===== src/common/wdsf_pkg.sv =====
// constants, register map and field layout of the watchdog / fault status unit
// assumes a 32-bit classic wishbone slave port and a single 10 MHz clock
package wdsf_pkg;
  localparam int ADR_W = 8;
  localparam int DAT_W = 32;
  localparam int CLK_HZ = 10000000;

  // register byte offsets
  localparam logic [7:0] OFF_WD_CTRL = 8'h00;
  localparam logic [7:0] OFF_WD_SVC = 8'h04;
  localparam logic [7:0] OFF_INT_STAT = 8'h08;
  localparam logic [7:0] OFF_FLT_ADDR = 8'h0C;
  localparam logic [7:0] OFF_FLT_IEN = 8'h10;
  localparam logic [7:0] OFF_FLT_ATTR = 8'h14;
  localparam logic [7:0] OFF_FLT_DATA = 8'h18;

  // watchdog control fields
  localparam int CTRL_LOCK_BIT = 15;
  localparam int CTRL_EN_BIT = 7;
  localparam int CTRL_MODE_LSB = 5;
  localparam int CTRL_TMO_LSB = 0;
  localparam logic [15:0] CTRL_RESET = 16'h0000;
  localparam logic [15:0] CTRL_WMASK = 16'h80FF;

  // interrupt status / enable fields
  localparam int STAT_WDOG_BIT = 0;
  localparam int STAT_FAULT_BIT = 1;
  localparam int IEN_FAULT_BIT = 0;

  // fault attribute fields
  localparam int ATTR_WRITE_BIT = 7;
  localparam int ATTR_SIZE_LSB = 4;
  localparam int ATTR_CACHE_BIT = 3;
  localparam int ATTR_MODE_BIT = 1;
  localparam int ATTR_TYPE_BIT = 0;

  // service values and period limits
  localparam logic [7:0] SVC_FIRST = 8'h55;
  localparam logic [7:0] SVC_SECOND = 8'hAA;
  localparam logic [4:0] TMO_MIN = 5'h08;

  // time-out response modes
  typedef enum logic [1:0] {
    WDSF_MODE_IRQ = 2'h0,
    WDSF_MODE_IRQ_RST = 2'h1,
    WDSF_MODE_RST = 2'h2,
    WDSF_MODE_WINDOW = 2'h3
  } wdsf_mode_t;

  function automatic logic wdsf_hit(input logic [ADR_W-1:0] adr, input logic [7:0] off);
    wdsf_hit = ({adr[ADR_W-1:2], 2'h0} == off);
  endfunction
endpackage


===== src/rtl/wdsf_top.sv =====
// watchdog service, interrupt status and core fault capture registers
// assumes a classic wishbone master and fault reports from core bus logic on mclk
//
// How it works
// service is 0x55 then 0xAA before time-out
// other accesses between service writes are allowed, except control writes
// writes after time-out keep irq, request no reset
// service register holds no state, reads zero
// bad service value resets while enabled and not timed out
// time-out irq modes set status bit 0
// status bit 0 clears on written one
// bus error sets status bit 1 always
// status bit 1 clears on written one
// fault irq is flag and enable
// stale flag raises irq on enable
// software clears stale flag before enabling
// fault captures address, attributes, write data
// fault address is read-only last fault
// enable bit 0 gates fault irq
// two-bit mode picks four responses
// period is two to n, n min 8
// watchdog disabled after reset
// control write restarts counter
// good service restarts counter, clears first half
// reserved bits read zero, ignore writes
//
// Implementation choices: the Wishbone slave port and the address map.
module wdsf_top (
  // clock and reset
  input wire logic mclk,
  input wire logic resetn,
  // wishbone slave
  input wire logic wb_cyc_i,
  input wire logic wb_stb_i,
  input wire logic wb_we_i,
  input wire logic [wdsf_pkg::ADR_W-1:0] wb_adr_i,
  input wire logic [3:0] wb_sel_i,
  input wire logic [wdsf_pkg::DAT_W-1:0] wb_dat_i,
  output logic [wdsf_pkg::DAT_W-1:0] wb_dat_o,
  output logic wb_ack_o,
  // core bus fault report
  input wire logic fault_valid,
  input wire logic [31:0] fault_addr,
  input wire logic fault_write,
  input wire logic [2:0] fault_size,
  input wire logic fault_cache,
  input wire logic fault_super,
  input wire logic fault_data,
  input wire logic [31:0] fault_wdata,
  // requests out
  output logic wdog_irq,
  output logic fault_irq,
  output logic sys_reset_req
);
  import wdsf_pkg::*;

  logic ack_r;
  logic [DAT_W-1:0] rdata_r;
  logic [15:0] ctrl_r;
  logic wdog_flag_r;
  logic fault_flag_r;
  logic fault_ien_r;
  logic fault_irq_r;
  logic wdog_flag_nxt;
  logic fault_flag_nxt;
  logic fault_ien_nxt;
  logic req;
  logic wr;
  logic ctrl_write;
  logic svc_write;
  logic stat_write;
  logic ien_write;
  logic irq_set;
  logic reset_req;
  logic [7:0] fault_attr;
  logic [31:0] cap_addr;
  logic [7:0] cap_attr;
  logic [31:0] cap_data;
  logic [DAT_W-1:0] rdata_nxt;

  always_comb begin
    req = wb_cyc_i && wb_stb_i;
    wr = req && wb_we_i && ack_r;
    ctrl_write = wr && wdsf_hit(wb_adr_i, OFF_WD_CTRL);
    svc_write = wr && wb_sel_i[0] && wdsf_hit(wb_adr_i, OFF_WD_SVC);
    stat_write = wr && wb_sel_i[0] && wdsf_hit(wb_adr_i, OFF_INT_STAT);
    ien_write = wr && wb_sel_i[0] && wdsf_hit(wb_adr_i, OFF_FLT_IEN);
    fault_attr = 8'h00;
    fault_attr[ATTR_WRITE_BIT] = fault_write;
    fault_attr[ATTR_SIZE_LSB +: 3] = fault_size;
    fault_attr[ATTR_CACHE_BIT] = fault_cache;
    fault_attr[ATTR_MODE_BIT] = fault_super;
    fault_attr[ATTR_TYPE_BIT] = fault_data;
  end

  // wishbone handshake, one wait state, write lands on the ack edge
  always_ff @(posedge mclk) begin
    if (!resetn) begin
      ack_r <= 1'b0;
    end else begin
      ack_r <= req && !ack_r;
    end
  end

  // read mux, unmapped and write-only offsets read zero
  always_comb begin
    rdata_nxt = '0;
    if (wdsf_hit(wb_adr_i, OFF_WD_CTRL)) begin
      rdata_nxt[15:0] = ctrl_r;
    end else if (wdsf_hit(wb_adr_i, OFF_WD_SVC)) begin
      rdata_nxt = '0;
    end else if (wdsf_hit(wb_adr_i, OFF_INT_STAT)) begin
      rdata_nxt[STAT_WDOG_BIT] = wdog_flag_r;
      rdata_nxt[STAT_FAULT_BIT] = fault_flag_r;
    end else if (wdsf_hit(wb_adr_i, OFF_FLT_ADDR)) begin
      rdata_nxt = cap_addr;
    end else if (wdsf_hit(wb_adr_i, OFF_FLT_IEN)) begin
      rdata_nxt[IEN_FAULT_BIT] = fault_ien_r;
    end else if (wdsf_hit(wb_adr_i, OFF_FLT_ATTR)) begin
      rdata_nxt[7:0] = cap_attr;
    end else if (wdsf_hit(wb_adr_i, OFF_FLT_DATA)) begin
      rdata_nxt = cap_data;
    end
  end

  always_ff @(posedge mclk) begin
    if (!resetn) begin
      rdata_r <= '0;
    end else if (req && !ack_r && !wb_we_i) begin
      rdata_r <= rdata_nxt;
    end else if (!req) begin
      rdata_r <= '0;
    end
  end

  // watchdog control, lock bit holds until reset
  always_ff @(posedge mclk) begin
    if (!resetn) begin
      ctrl_r <= CTRL_RESET;
    end else if (ctrl_write && !ctrl_r[CTRL_LOCK_BIT]) begin
      if (wb_sel_i[0]) begin
        ctrl_r[7:0] <= wb_dat_i[7:0];
      end
      if (wb_sel_i[1]) begin
        ctrl_r[15:8] <= wb_dat_i[15:8] & CTRL_WMASK[15:8];
      end
    end
  end

  // status flags, set wins over clear
  always_comb begin
    wdog_flag_nxt = wdog_flag_r;
    fault_flag_nxt = fault_flag_r;
    fault_ien_nxt = fault_ien_r;
    if (stat_write && wb_dat_i[STAT_WDOG_BIT]) begin
      wdog_flag_nxt = 1'b0;
    end
    if (stat_write && wb_dat_i[STAT_FAULT_BIT]) begin
      fault_flag_nxt = 1'b0;
    end
    if (irq_set) begin
      wdog_flag_nxt = 1'b1;
    end
    if (fault_valid) begin
      fault_flag_nxt = 1'b1;
    end
    if (ien_write) begin
      fault_ien_nxt = wb_dat_i[IEN_FAULT_BIT];
    end
  end

  always_ff @(posedge mclk) begin
    if (!resetn) begin
      wdog_flag_r <= 1'b0;
      fault_flag_r <= 1'b0;
      fault_ien_r <= 1'b0;
      fault_irq_r <= 1'b0;
    end else begin
      wdog_flag_r <= wdog_flag_nxt;
      fault_flag_r <= fault_flag_nxt;
      fault_ien_r <= fault_ien_nxt;
      fault_irq_r <= fault_flag_nxt && fault_ien_nxt;
    end
  end

  wdsf_wdog u_wdog (
    .mclk(mclk),
    .resetn(resetn),
    .enable(ctrl_r[CTRL_EN_BIT]),
    .mode(wdsf_mode_t'(ctrl_r[CTRL_MODE_LSB +: 2])),
    .tmo_sel(ctrl_r[CTRL_TMO_LSB +: 5]),
    .ctrl_write(ctrl_write),
    .svc_write(svc_write),
    .svc_data(wb_dat_i[7:0]),
    .irq_set_r(irq_set),
    .reset_req_r(reset_req)
  );

  wdsf_fault_cap u_cap (
    .mclk(mclk),
    .resetn(resetn),
    .fault_valid(fault_valid),
    .fault_addr(fault_addr),
    .fault_attr(fault_attr),
    .fault_wdata(fault_wdata),
    .addr_r(cap_addr),
    .attr_r(cap_attr),
    .data_r(cap_data)
  );

  assign wb_ack_o = ack_r;
  assign wb_dat_o = rdata_r;
  assign wdog_irq = wdog_flag_r;
  assign fault_irq = fault_irq_r;
  assign sys_reset_req = reset_req;
endmodule // wdsf_top


===== src/rtl/wdsf_wdog.sv =====
// watchdog counter, two-write service unlock and time-out responses
// assumes control fields and service writes come from the register block on mclk
module wdsf_wdog (
  // clock and reset
  input wire logic mclk,
  input wire logic resetn,
  // configuration
  input wire logic enable,
  input wire wdsf_pkg::wdsf_mode_t mode,
  input wire logic [4:0] tmo_sel,
  input wire logic ctrl_write,
  // service writes
  input wire logic svc_write,
  input wire logic [7:0] svc_data,
  // responses
  output logic irq_set_r,
  output logic reset_req_r
);
  import wdsf_pkg::*;

  logic [31:0] count_r;
  logic armed_r;
  logic timed_out_r;
  logic [4:0] shift;
  logic [31:0] last;
  logic [31:0] window_start;
  logic expire;
  logic value_ok;
  logic good_pair;
  logic early;
  logic bad_write;

  always_comb begin
    shift = (tmo_sel < TMO_MIN) ? TMO_MIN : tmo_sel;
    last = (32'h1 << shift) - 32'h1;
    window_start = last - (last >> 2);
    expire = enable && (count_r == last);
    value_ok = (svc_data == SVC_FIRST) || (svc_data == SVC_SECOND);
    good_pair = svc_write && armed_r && (svc_data == SVC_SECOND);
    early = (mode == WDSF_MODE_WINDOW) && (count_r < window_start);
    bad_write = svc_write && enable && !timed_out_r && (!value_ok || early);
  end

  // counter
  always_ff @(posedge mclk) begin
    if (!resetn) begin
      count_r <= 32'h0;
    end else if (!enable || ctrl_write) begin
      count_r <= 32'h0;
    end else if (good_pair && !early) begin
      count_r <= 32'h0;
    end else if (expire) begin
      count_r <= 32'h0;
    end else begin
      count_r <= count_r + 32'h1;
    end
  end

  // service sequence, first half remembered across other accesses, cleared by control writes
  always_ff @(posedge mclk) begin
    if (!resetn) begin
      armed_r <= 1'b0;
    end else if (ctrl_write || good_pair) begin
      armed_r <= 1'b0;
    end else if (svc_write) begin
      armed_r <= (svc_data == SVC_FIRST);
    end
  end

  // time-out state and responses
  always_ff @(posedge mclk) begin
    if (!resetn) begin
      timed_out_r <= 1'b0;
      irq_set_r <= 1'b0;
      reset_req_r <= 1'b0;
    end else begin
      irq_set_r <= 1'b0;
      reset_req_r <= bad_write;
      if (!enable || ctrl_write) begin
        timed_out_r <= 1'b0;
      end else if (good_pair && !early) begin
        timed_out_r <= 1'b0;
      end
      if (expire && !(good_pair && !early)) begin
        unique case (mode)
          WDSF_MODE_IRQ: begin
            irq_set_r <= 1'b1;
            timed_out_r <= 1'b1;
          end
          WDSF_MODE_IRQ_RST: begin
            if (timed_out_r) begin
              reset_req_r <= 1'b1;
            end else begin
              irq_set_r <= 1'b1;
              timed_out_r <= 1'b1;
            end
          end
          WDSF_MODE_RST: begin
            reset_req_r <= 1'b1;
          end
          WDSF_MODE_WINDOW: begin
            reset_req_r <= 1'b1;
          end
        endcase
      end
    end
  end
endmodule // wdsf_wdog


===== src/rtl/wdsf_fault_cap.sv =====
// capture of address, attributes and write data of the last faulted core access
// assumes fault inputs are a one-cycle strobe with its data on mclk
module wdsf_fault_cap (
  // clock and reset
  input wire logic mclk,
  input wire logic resetn,
  // faulted access
  input wire logic fault_valid,
  input wire logic [31:0] fault_addr,
  input wire logic [7:0] fault_attr,
  input wire logic [31:0] fault_wdata,
  // captured values
  output logic [31:0] addr_r,
  output logic [7:0] attr_r,
  output logic [31:0] data_r
);
  import wdsf_pkg::*;

  always_ff @(posedge mclk) begin
    if (!resetn) begin
      addr_r <= 32'h0;
      attr_r <= 8'h00;
    end else if (fault_valid) begin
      addr_r <= fault_addr;
      attr_r <= fault_attr;
    end
  end

  // write data kept only for write faults
  always_ff @(posedge mclk) begin
    if (!resetn) begin
      data_r <= 32'h0;
    end else if (fault_valid && fault_attr[ATTR_WRITE_BIT]) begin
      data_r <= fault_wdata;
    end
  end
endmodule // wdsf_fault_cap


===== config.mk =====
export PLATFORM = sky130hd
export DESIGN_NAME = wdsf_top
export DESIGN_NICKNAME = d
export VERILOG_FILES = /design/src/common/wdsf_pkg.sv /design/src/rtl/wdsf_top.sv /design/src/rtl/wdsf_wdog.sv /design/src/rtl/wdsf_fault_cap.sv
export SDC_FILE = /design/constraint.sdc
export NUM_CORES = 1
export LEC_CHECK = 0
export ABC_CLOCK_PERIOD_IN_PS = 16820
export BUFFER_PORTS_ARGS = -buffer_cell sky130_fd_sc_hd__buf_2
export CORE_MARGIN = 5
export CORE_UTILIZATION = 49
export DETAILED_ROUTE_END_ITERATION = 10
export GPL_TIMING_DRIVEN = 1
export PLACE_DENSITY = 0.71
export SLEW_MARGIN = 40
export SYNTH_ARGS = -nofsm -noshare
export SYNTH_HDL_FRONTEND = slang
export SYNTH_SLANG_ARGS = --single-unit

===== constraint.sdc =====
create_clock -name mclk -period 16.82 [get_ports mclk]
set_clock_uncertainty 0.1 [all_clocks]
set_input_delay 2.523 -clock mclk [delete_from_list [all_inputs] [get_ports mclk]]
set_output_delay 2.523 -clock mclk [all_outputs]
set_load 0.005 [all_outputs]

-- Yosys cells after proc, flatten, opt, wreduce, memory -nomap -nowiden
Index checks and enable logic that the tools add are counted.
- register bits after elaboration: 153
- input port bits: 121
- logic and storage cells: 116
- add/sub/neg operators: 3
- $lt $le $gt $ge: 2
- equality and inequality tests: 13
- shift operators: 1
- mux-type cells: 35
- bitwise gates (word level): 1
- reduce and logical (&&, ||, !) cells: 45
- operators with widths (cell ; count):
    2-to-1 mux 32 bit ; 11
    adder 32 x 1 -> 32 bit (second input constant) ; 1
    equality test 32 bit ; 1
    < comparator 32 bit ; 1
    2-to-1 mux 16 bit ; 2
    << shifter 1 x 5 -> 32 bit (first input constant) ; 1
    subtractor 32 x 1 -> 32 bit (second input constant) ; 1
    subtractor 32 x 30 -> 32 bit ; 1
    2-to-1 mux 31 bit ; 1
    2-to-1 mux 30 bit ; 1
    logical AND 1 bit ; 24
    2-to-1 mux 24 bit ; 1
    equality test 6 x 3 -> 1 bit (second input constant) ; 3
    2-to-1 mux 1 bit ; 13
    equality test 6 x 2 -> 1 bit (second input constant) ; 2
    equality test 8 x 7 -> 1 bit (second input constant) ; 1
    equality test 8 bit (second input constant) ; 1
    zero test 1 bit ; 8
    2-to-1 mux 8 bit ; 1
    equality test 6 x 1 -> 1 bit (second input constant) ; 1
    zero test 6 bit ; 1
    case mux 1 bit (2 select lines) ; 3
    AND reduction 2 bit ; 3
    < comparator 5 x 4 -> 1 bit (second input constant) ; 1
    11 further kinds ; 16

-- Longest topological paths before layout
- word-level depth: 15
- depth in mapped cells: 30

-- Hierarchy
From an unflattened synthesis, not the netlist that was laid out.
- cells, all modules: 1095
- area total of the unflattened synthesis: 9934.5 µm²
- modules (own cells, without submodules) (module ; times used ; cells each ; area each (µm²)):
    wdsf_wdog ; 1 ; 574 ; 4643.2
    wdsf_fault_cap ; 1 ; 275 ; 2955.3
    wdsf_top ; 1 ; 246 ; 2336.0

-- Worst setup path before layout
OpenSTA, ideal clock, no wires.
- path kind: reg2reg
- start point: register ctrl_r[3]
- end point: register u_wdog.count_r[21]
- library setup time: 64 ps
- arrival time: 5333 ps
- required time: 16656 ps
- setup slack: 11323 ps
- cell stages (with the launch flop): 29
- buffers on the path: 5
- period minus slack after synthesis: 5497 ps
- path through: dfxtp_1 > clkbuf_1 > buf_2 > buf_2 > o211ai_1 > nand2_1 > inv_1 > ha_1 > and3_1 > and3b_1 > or4b_1 > o21ai_1 > o31ai_1 > a221o_1 > nor2_1 > mux2i_1 > a2111oi_2 > ha_1 > nand4_1 > or2_2 > a21oi_1 > nor3_1 > o21ai_0 > a21o_1 > o2111ai_1 > or3b_1 > buf_2 > buf_4 > nor2_1
- word-level cells in the longest chain between the ends: 10
- elaborated cells between the ends (all ways): 12
- ends and longest elaborated chain (element ; RTL line ; RTL):
    start, declared ; wdsf_top.sv:59 ; logic [15:0] ctrl_r;
    start signal, assigned ; wdsf_top.sv:142 ; ctrl_r[7:0] <= wb_dat_i[7:0];
    < comparator 5 x 4 -> 1 bit ; wdsf_wdog.sv:34 ; shift = (tmo_sel < TMO_MIN) ? TMO_MIN : tmo_sel;
    2-to-1 mux 5 bit (*) ; wdsf_wdog.sv:34 ;
    << shifter 1 x 5 -> 32 bit (*) ; wdsf_wdog.sv:35 ; last = (32'h1 << shift) - 32'h1;
    subtractor 32 x 1 -> 32 bit (*) ; wdsf_wdog.sv:35 ;
    subtractor 32 x 30 -> 32 bit ; wdsf_wdog.sv:36 ; window_start = last - (last >> 2);
    < comparator 32 bit ; wdsf_wdog.sv:40 ; early = (mode == WDSF_MODE_WINDOW) && (count_r < window_start);
    logical AND 1 bit ; wdsf_wdog.sv:40 ;
    zero test 1 bit ; wdsf_wdog.sv:50 ; end else if (good_pair && !early) begin
    logical AND 1 bit ; wdsf_wdog.sv:50 ;
    OR reduction 4 bit (no source line) (*) ; -- ;
    end signal, assigned ; wdsf_wdog.sv:55 ; count_r <= count_r + 32'h1;
    end, declared ; wdsf_wdog.sv:21 ; logic [31:0] count_r;
Every way passes the cells marked *; elsewhere a longest branch is shown, timed or not.
A chain may end at the register's enable or synchronous reset.

-- Final worst setup path
- start point: register ctrl_r[1]
- end point: register u_wdog.count_r[23]
The elaborated chain is that of the path after synthesis.

==> qor.txt <==
HP Class = flip-flop to flip-flop
R2R cell count = 23
DRC errors left = 0
Critical Path Slowest Stage Cell = dfxtp_1
Reg2Reg Capture Point = u_wdog.count_r[23]$_SDFF_PP0_
Synth Warn # = 0
Largest family of logic cells by synthesized area = simple AND/OR/NAND/NOR gates
Max Buffers Root-to-Sink = 2
Crit-path max FO = 32
Hold-fix buffers, CTS = 0
DR vias = 8,590
Maximum vdd drop = 0.06105 mV
DR vias/cell = 5.538
Average instance area after synthesis = 8.084 µm²
Placement Cell Area = 0.01031 mm²
CTS HTree Levels = 4
GRT Util Overall = 0.2260
Yosys cell types = 73
Overall die height = 149.3 µm
Final setup violation count = 0
Post-DR wirelength/cell = 16.26 µm
XOR/XNOR Fraction of Synth Area = 0.06818
HPWL Detailed = 17,950 µm
Number of max-cap violations = 0
Area Growth Syn to Fin = 14.90%
Final Instance Area = 0.01092 mm²
Crit share post-route = 0.4231
P_leak = 4.622 nW
Final ANT Viol Nets = 0
# diodes = 0
Final hold viol count = 0
Run status = finished clean
Num CTS Buffers = 17
Sequential area share after synthesis = 0.3222
WP data required = 17.08 ns
Actual slew at the worst max-slew pin = 0.7955 ns
Synth Flop Type = dfxtp_1
Cell chain of the critical path = nor2_1 > mux2i_1 > o21ai_0 > ha_1 > and3_1 > and3b_1 > or4b_1 > o21ai_1 > o31ai_1 > a221o_1 > nor2_1 > mux2i_1 > a2111oi_2 > ha_1 > nand4_1 > or2_2 > a21oi_1 > nor3_1 > o21ai_0 > a21o_1 > o2111ai_1 > or3b_2 > nor2_1
Reg-to-Reg Start = ctrl_r[1]$_SDFFE_PN0P_
Global route total overflow = 0
Synth Area in Adders = 0.08502
Crit path DAT = 7.37 ns
Core Box Area = 0.01927 mm²
Final Max Slew Viols = 0
Postcts setup bufs = 0
Die width = 149.3 µm
Synth Area in Compound Gates = 0.1850
Number of synthesized flops with an enable pin = 0
Mux cell area share after synthesis = 0.04528
Post_cts resized = 0
I/O pins = 157
Worst setup SP type = flip-flop
Gp weighted congestion = 0.9265
Root Buffer = clkbuf_16
First-pass GRT wire length = 40,770 µm
WHS Endpoint = u_cap.data_r[22]$_SDFFE_PN0P_
RSZ-0062 raised after global routing = no
WP buf/inv = 0
Initial antenna violation count = 3
Core Rows = 51
Iteration-0 DRC Markers = 661
Drt first pass iters = 8
DIE AREA = 0.02229 mm²
Critical path endpoint category = flip-flop
P per Cell Area = 76.88 mW/mm²
Vias in the first global route = 8,251
Nets = 1,458
Synth async-reset ratio = 0
Ratio of cells with drive above 1 in the final layout = 0.1509
Crit path max-delay family = simple AND/OR/NAND/NOR gates
Largest net degree at the start of global routing = 121
Clock period minus final worst setup slack = 7.116 ns
Post-Synth Simple-Gate Area = 0.2465
Skew-Pair Late Insertion Delay = 0.44 ns
Hold Startpoint = u_cap.data_r[22]$_SDFFE_PN0P_
CTS sink cnt = 153
Setup CP Type = flip-flop to flip-flop
R2R Setup Slk = 9.70 ns
Hold path cells = 2
Wirelength, routed = 25,220 µm
Setup TNS = 0 ns
Fmax = 140.5 MHz
Most frequent cell on the critical path = nor2_1
Synthesized instance count = 1,176
Syn Std Cell Area = 0.009507 mm²
Max stage delay on crit path = 0.84 ns
CTS clock-pin slew for the worst setup and hold paths = 0.07 ns
PortBufs = 129
Initial Util = 0.4933
CTS tree = done
Max_slew headroom = 0.4689
Seq cells post-synth = 153
## cells in the final DEF (no fill, tap or decap), types with 4 or more instances in the layout
cell,instances
nand4_1,13
and2_1,33
or2_2,7
or3_1,4
o21a_1,8
a31oi_1,4
a22oi_1,29
a21o_1,18
clkinv_8,6
mux2i_1,43
xnor2_1,36
and3_1,12
and4_1,4
clkbuf_16,17
a211o_1,7
buf_4,11
or4_1,5
inv_1,37
nor2_1,79
a21oi_1,42
nor2b_1,54
nand2b_1,9
nor4_1,7
dfxtp_1,153
nand3_1,32
a222oi_1,7
nand2_1,173
conb_1,11
nor3_1,18
or4bb_1,4
ha_1,63
inv_8,4
a21boi_0,41
o21ai_0,61
buf_2,129
xor2_1,38
## registers in the layout, indices dropped and copies added, names as in the netlist, 7 cells and up
register / flops
u_cap.attr_r: 7
u_wdog.count_r: 32
u_cap.data_r: 32
ctrl_r: 9
wb_dat_o: 32
u_cap.addr_r: 32
## cells in the mapped netlist, types with 8 or more instances
cell	instances	area share
xor2_1	38	0.035
clkbuf_1	48	0.019
nor2b_1	55	0.036
o21a_1	8	0.0063
xnor2_1	36	0.033
a21o_1	18	0.014
buf_2	9	0.0047
inv_1	37	0.015
nor2_1	80	0.032
nand4_1	13	0.0086
nand2_1	173	0.068
a22oi_1	29	0.023
a21boi_0	41	0.032
nor3_1	19	0.010
and3_1	12	0.0079
o21ai_0	61	0.032
nand2b_1	9	0.0059
buf_1	9	0.0036
ha_1	63	0.083
nand3_1	32	0.017
dfxtp_1	153	0.32
and2_1	33	0.022
mux2i_1	43	0.045
a21oi_1	42	0.022
## where the power goes
part	internal [mW]	total [mW]	switching, mW	leakage (nW)
combinational	0.0368	0.0794	0.0426	3.09
sequential	0.371	0.376	0.00475	1.24
clock	0.201	0.384	0.183	0.289
## kinds of logic (layout without fill, tap and decap cells)
| family | Yosys count | after routing |
|---|---|---|
| flip-flops | 153 | 153 |
| other | 2 | 11 |
| AND/OR/NAND/NOR | 473 | 473 |
| adder cells (fa/ha/maj) | 64 | 64 |
| multiplexers | 43 | 43 |
| buffers and inverters | 109 | 210 |
| XOR/XNOR | 74 | 74 |
| AO/OA/AOI/OAI | 258 | 258 |
## routing by layer
layer	wire length (µm)	track usage	vias up
li1	-	-	4294
met1	10690	0.2755	3958
met2	11950	0.3775	277
met3	1893	0.07414	55
met4	656	0.07368	6
met5	31	0	-
## layout make-up
class	count	area, µm²
Tap cell	265	331.6
Clock inverter	15	183.9
Multi-Input combinational cell	923	6041
Fill cell	1816	8348
Clock buffer	17	425.4
Inverter	37	138.9
Timing Repair Buffer	141	739.5
Sequential cell	153	3063
## how the worst max path moves through the flow
stage | start | endpoint | depth (start not counted)
floorplan | ctrl_r[3]$_SDFFE_PN0P_ | u_wdog.count_r[21]$_SDFF_PP0_ | 28
global placement | ctrl_r[1]$_SDFFE_PN0P_ | u_wdog.count_r[27]$_SDFF_PP0_ | 24
detailed placement | ctrl_r[1]$_SDFFE_PN0P_ | u_wdog.count_r[8]$_SDFF_PP0_ | 23
CTS | ctrl_r[1]$_SDFFE_PN0P_ | u_wdog.count_r[23]$_SDFF_PP0_ | 23
global route | ctrl_r[1]$_SDFFE_PN0P_ | u_wdog.count_r[18]$_SDFF_PP0_ | 23
finish | ctrl_r[1]$_SDFFE_PN0P_ | u_wdog.count_r[23]$_SDFF_PP0_ | 23
## metrics by stage
step	utilization	hold slack, ns	setup WS [ns]	instances	power (mW)
floorplan	-	0.3344	11.32	1185	0.4377
global placement	0.5347	0.3499	9.815	1519	0.4602
detailed placement	0.5349	0.3577	9.793	1519	0.4615
CTS	0.5666	0.3684	9.776	1551	0.8448
global route	0.5668	0.3906	9.344	1551	0.8745
finish	0.5668	0.3635	9.704	1551	0.8397
## worst reg2reg max path, delay by kind of cell (launching register included)
family | cells | cell delay [ns]
flip-flops | 1 | 0.84
adder cells (fa/ha/maj) | 2 | 0.70
AO/OA/AOI/OAI | 9 | 2.43
AND/OR/NAND/NOR | 10 | 2.67
multiplexers | 2 | 0.31
Power figures use the tool's default switching activity.
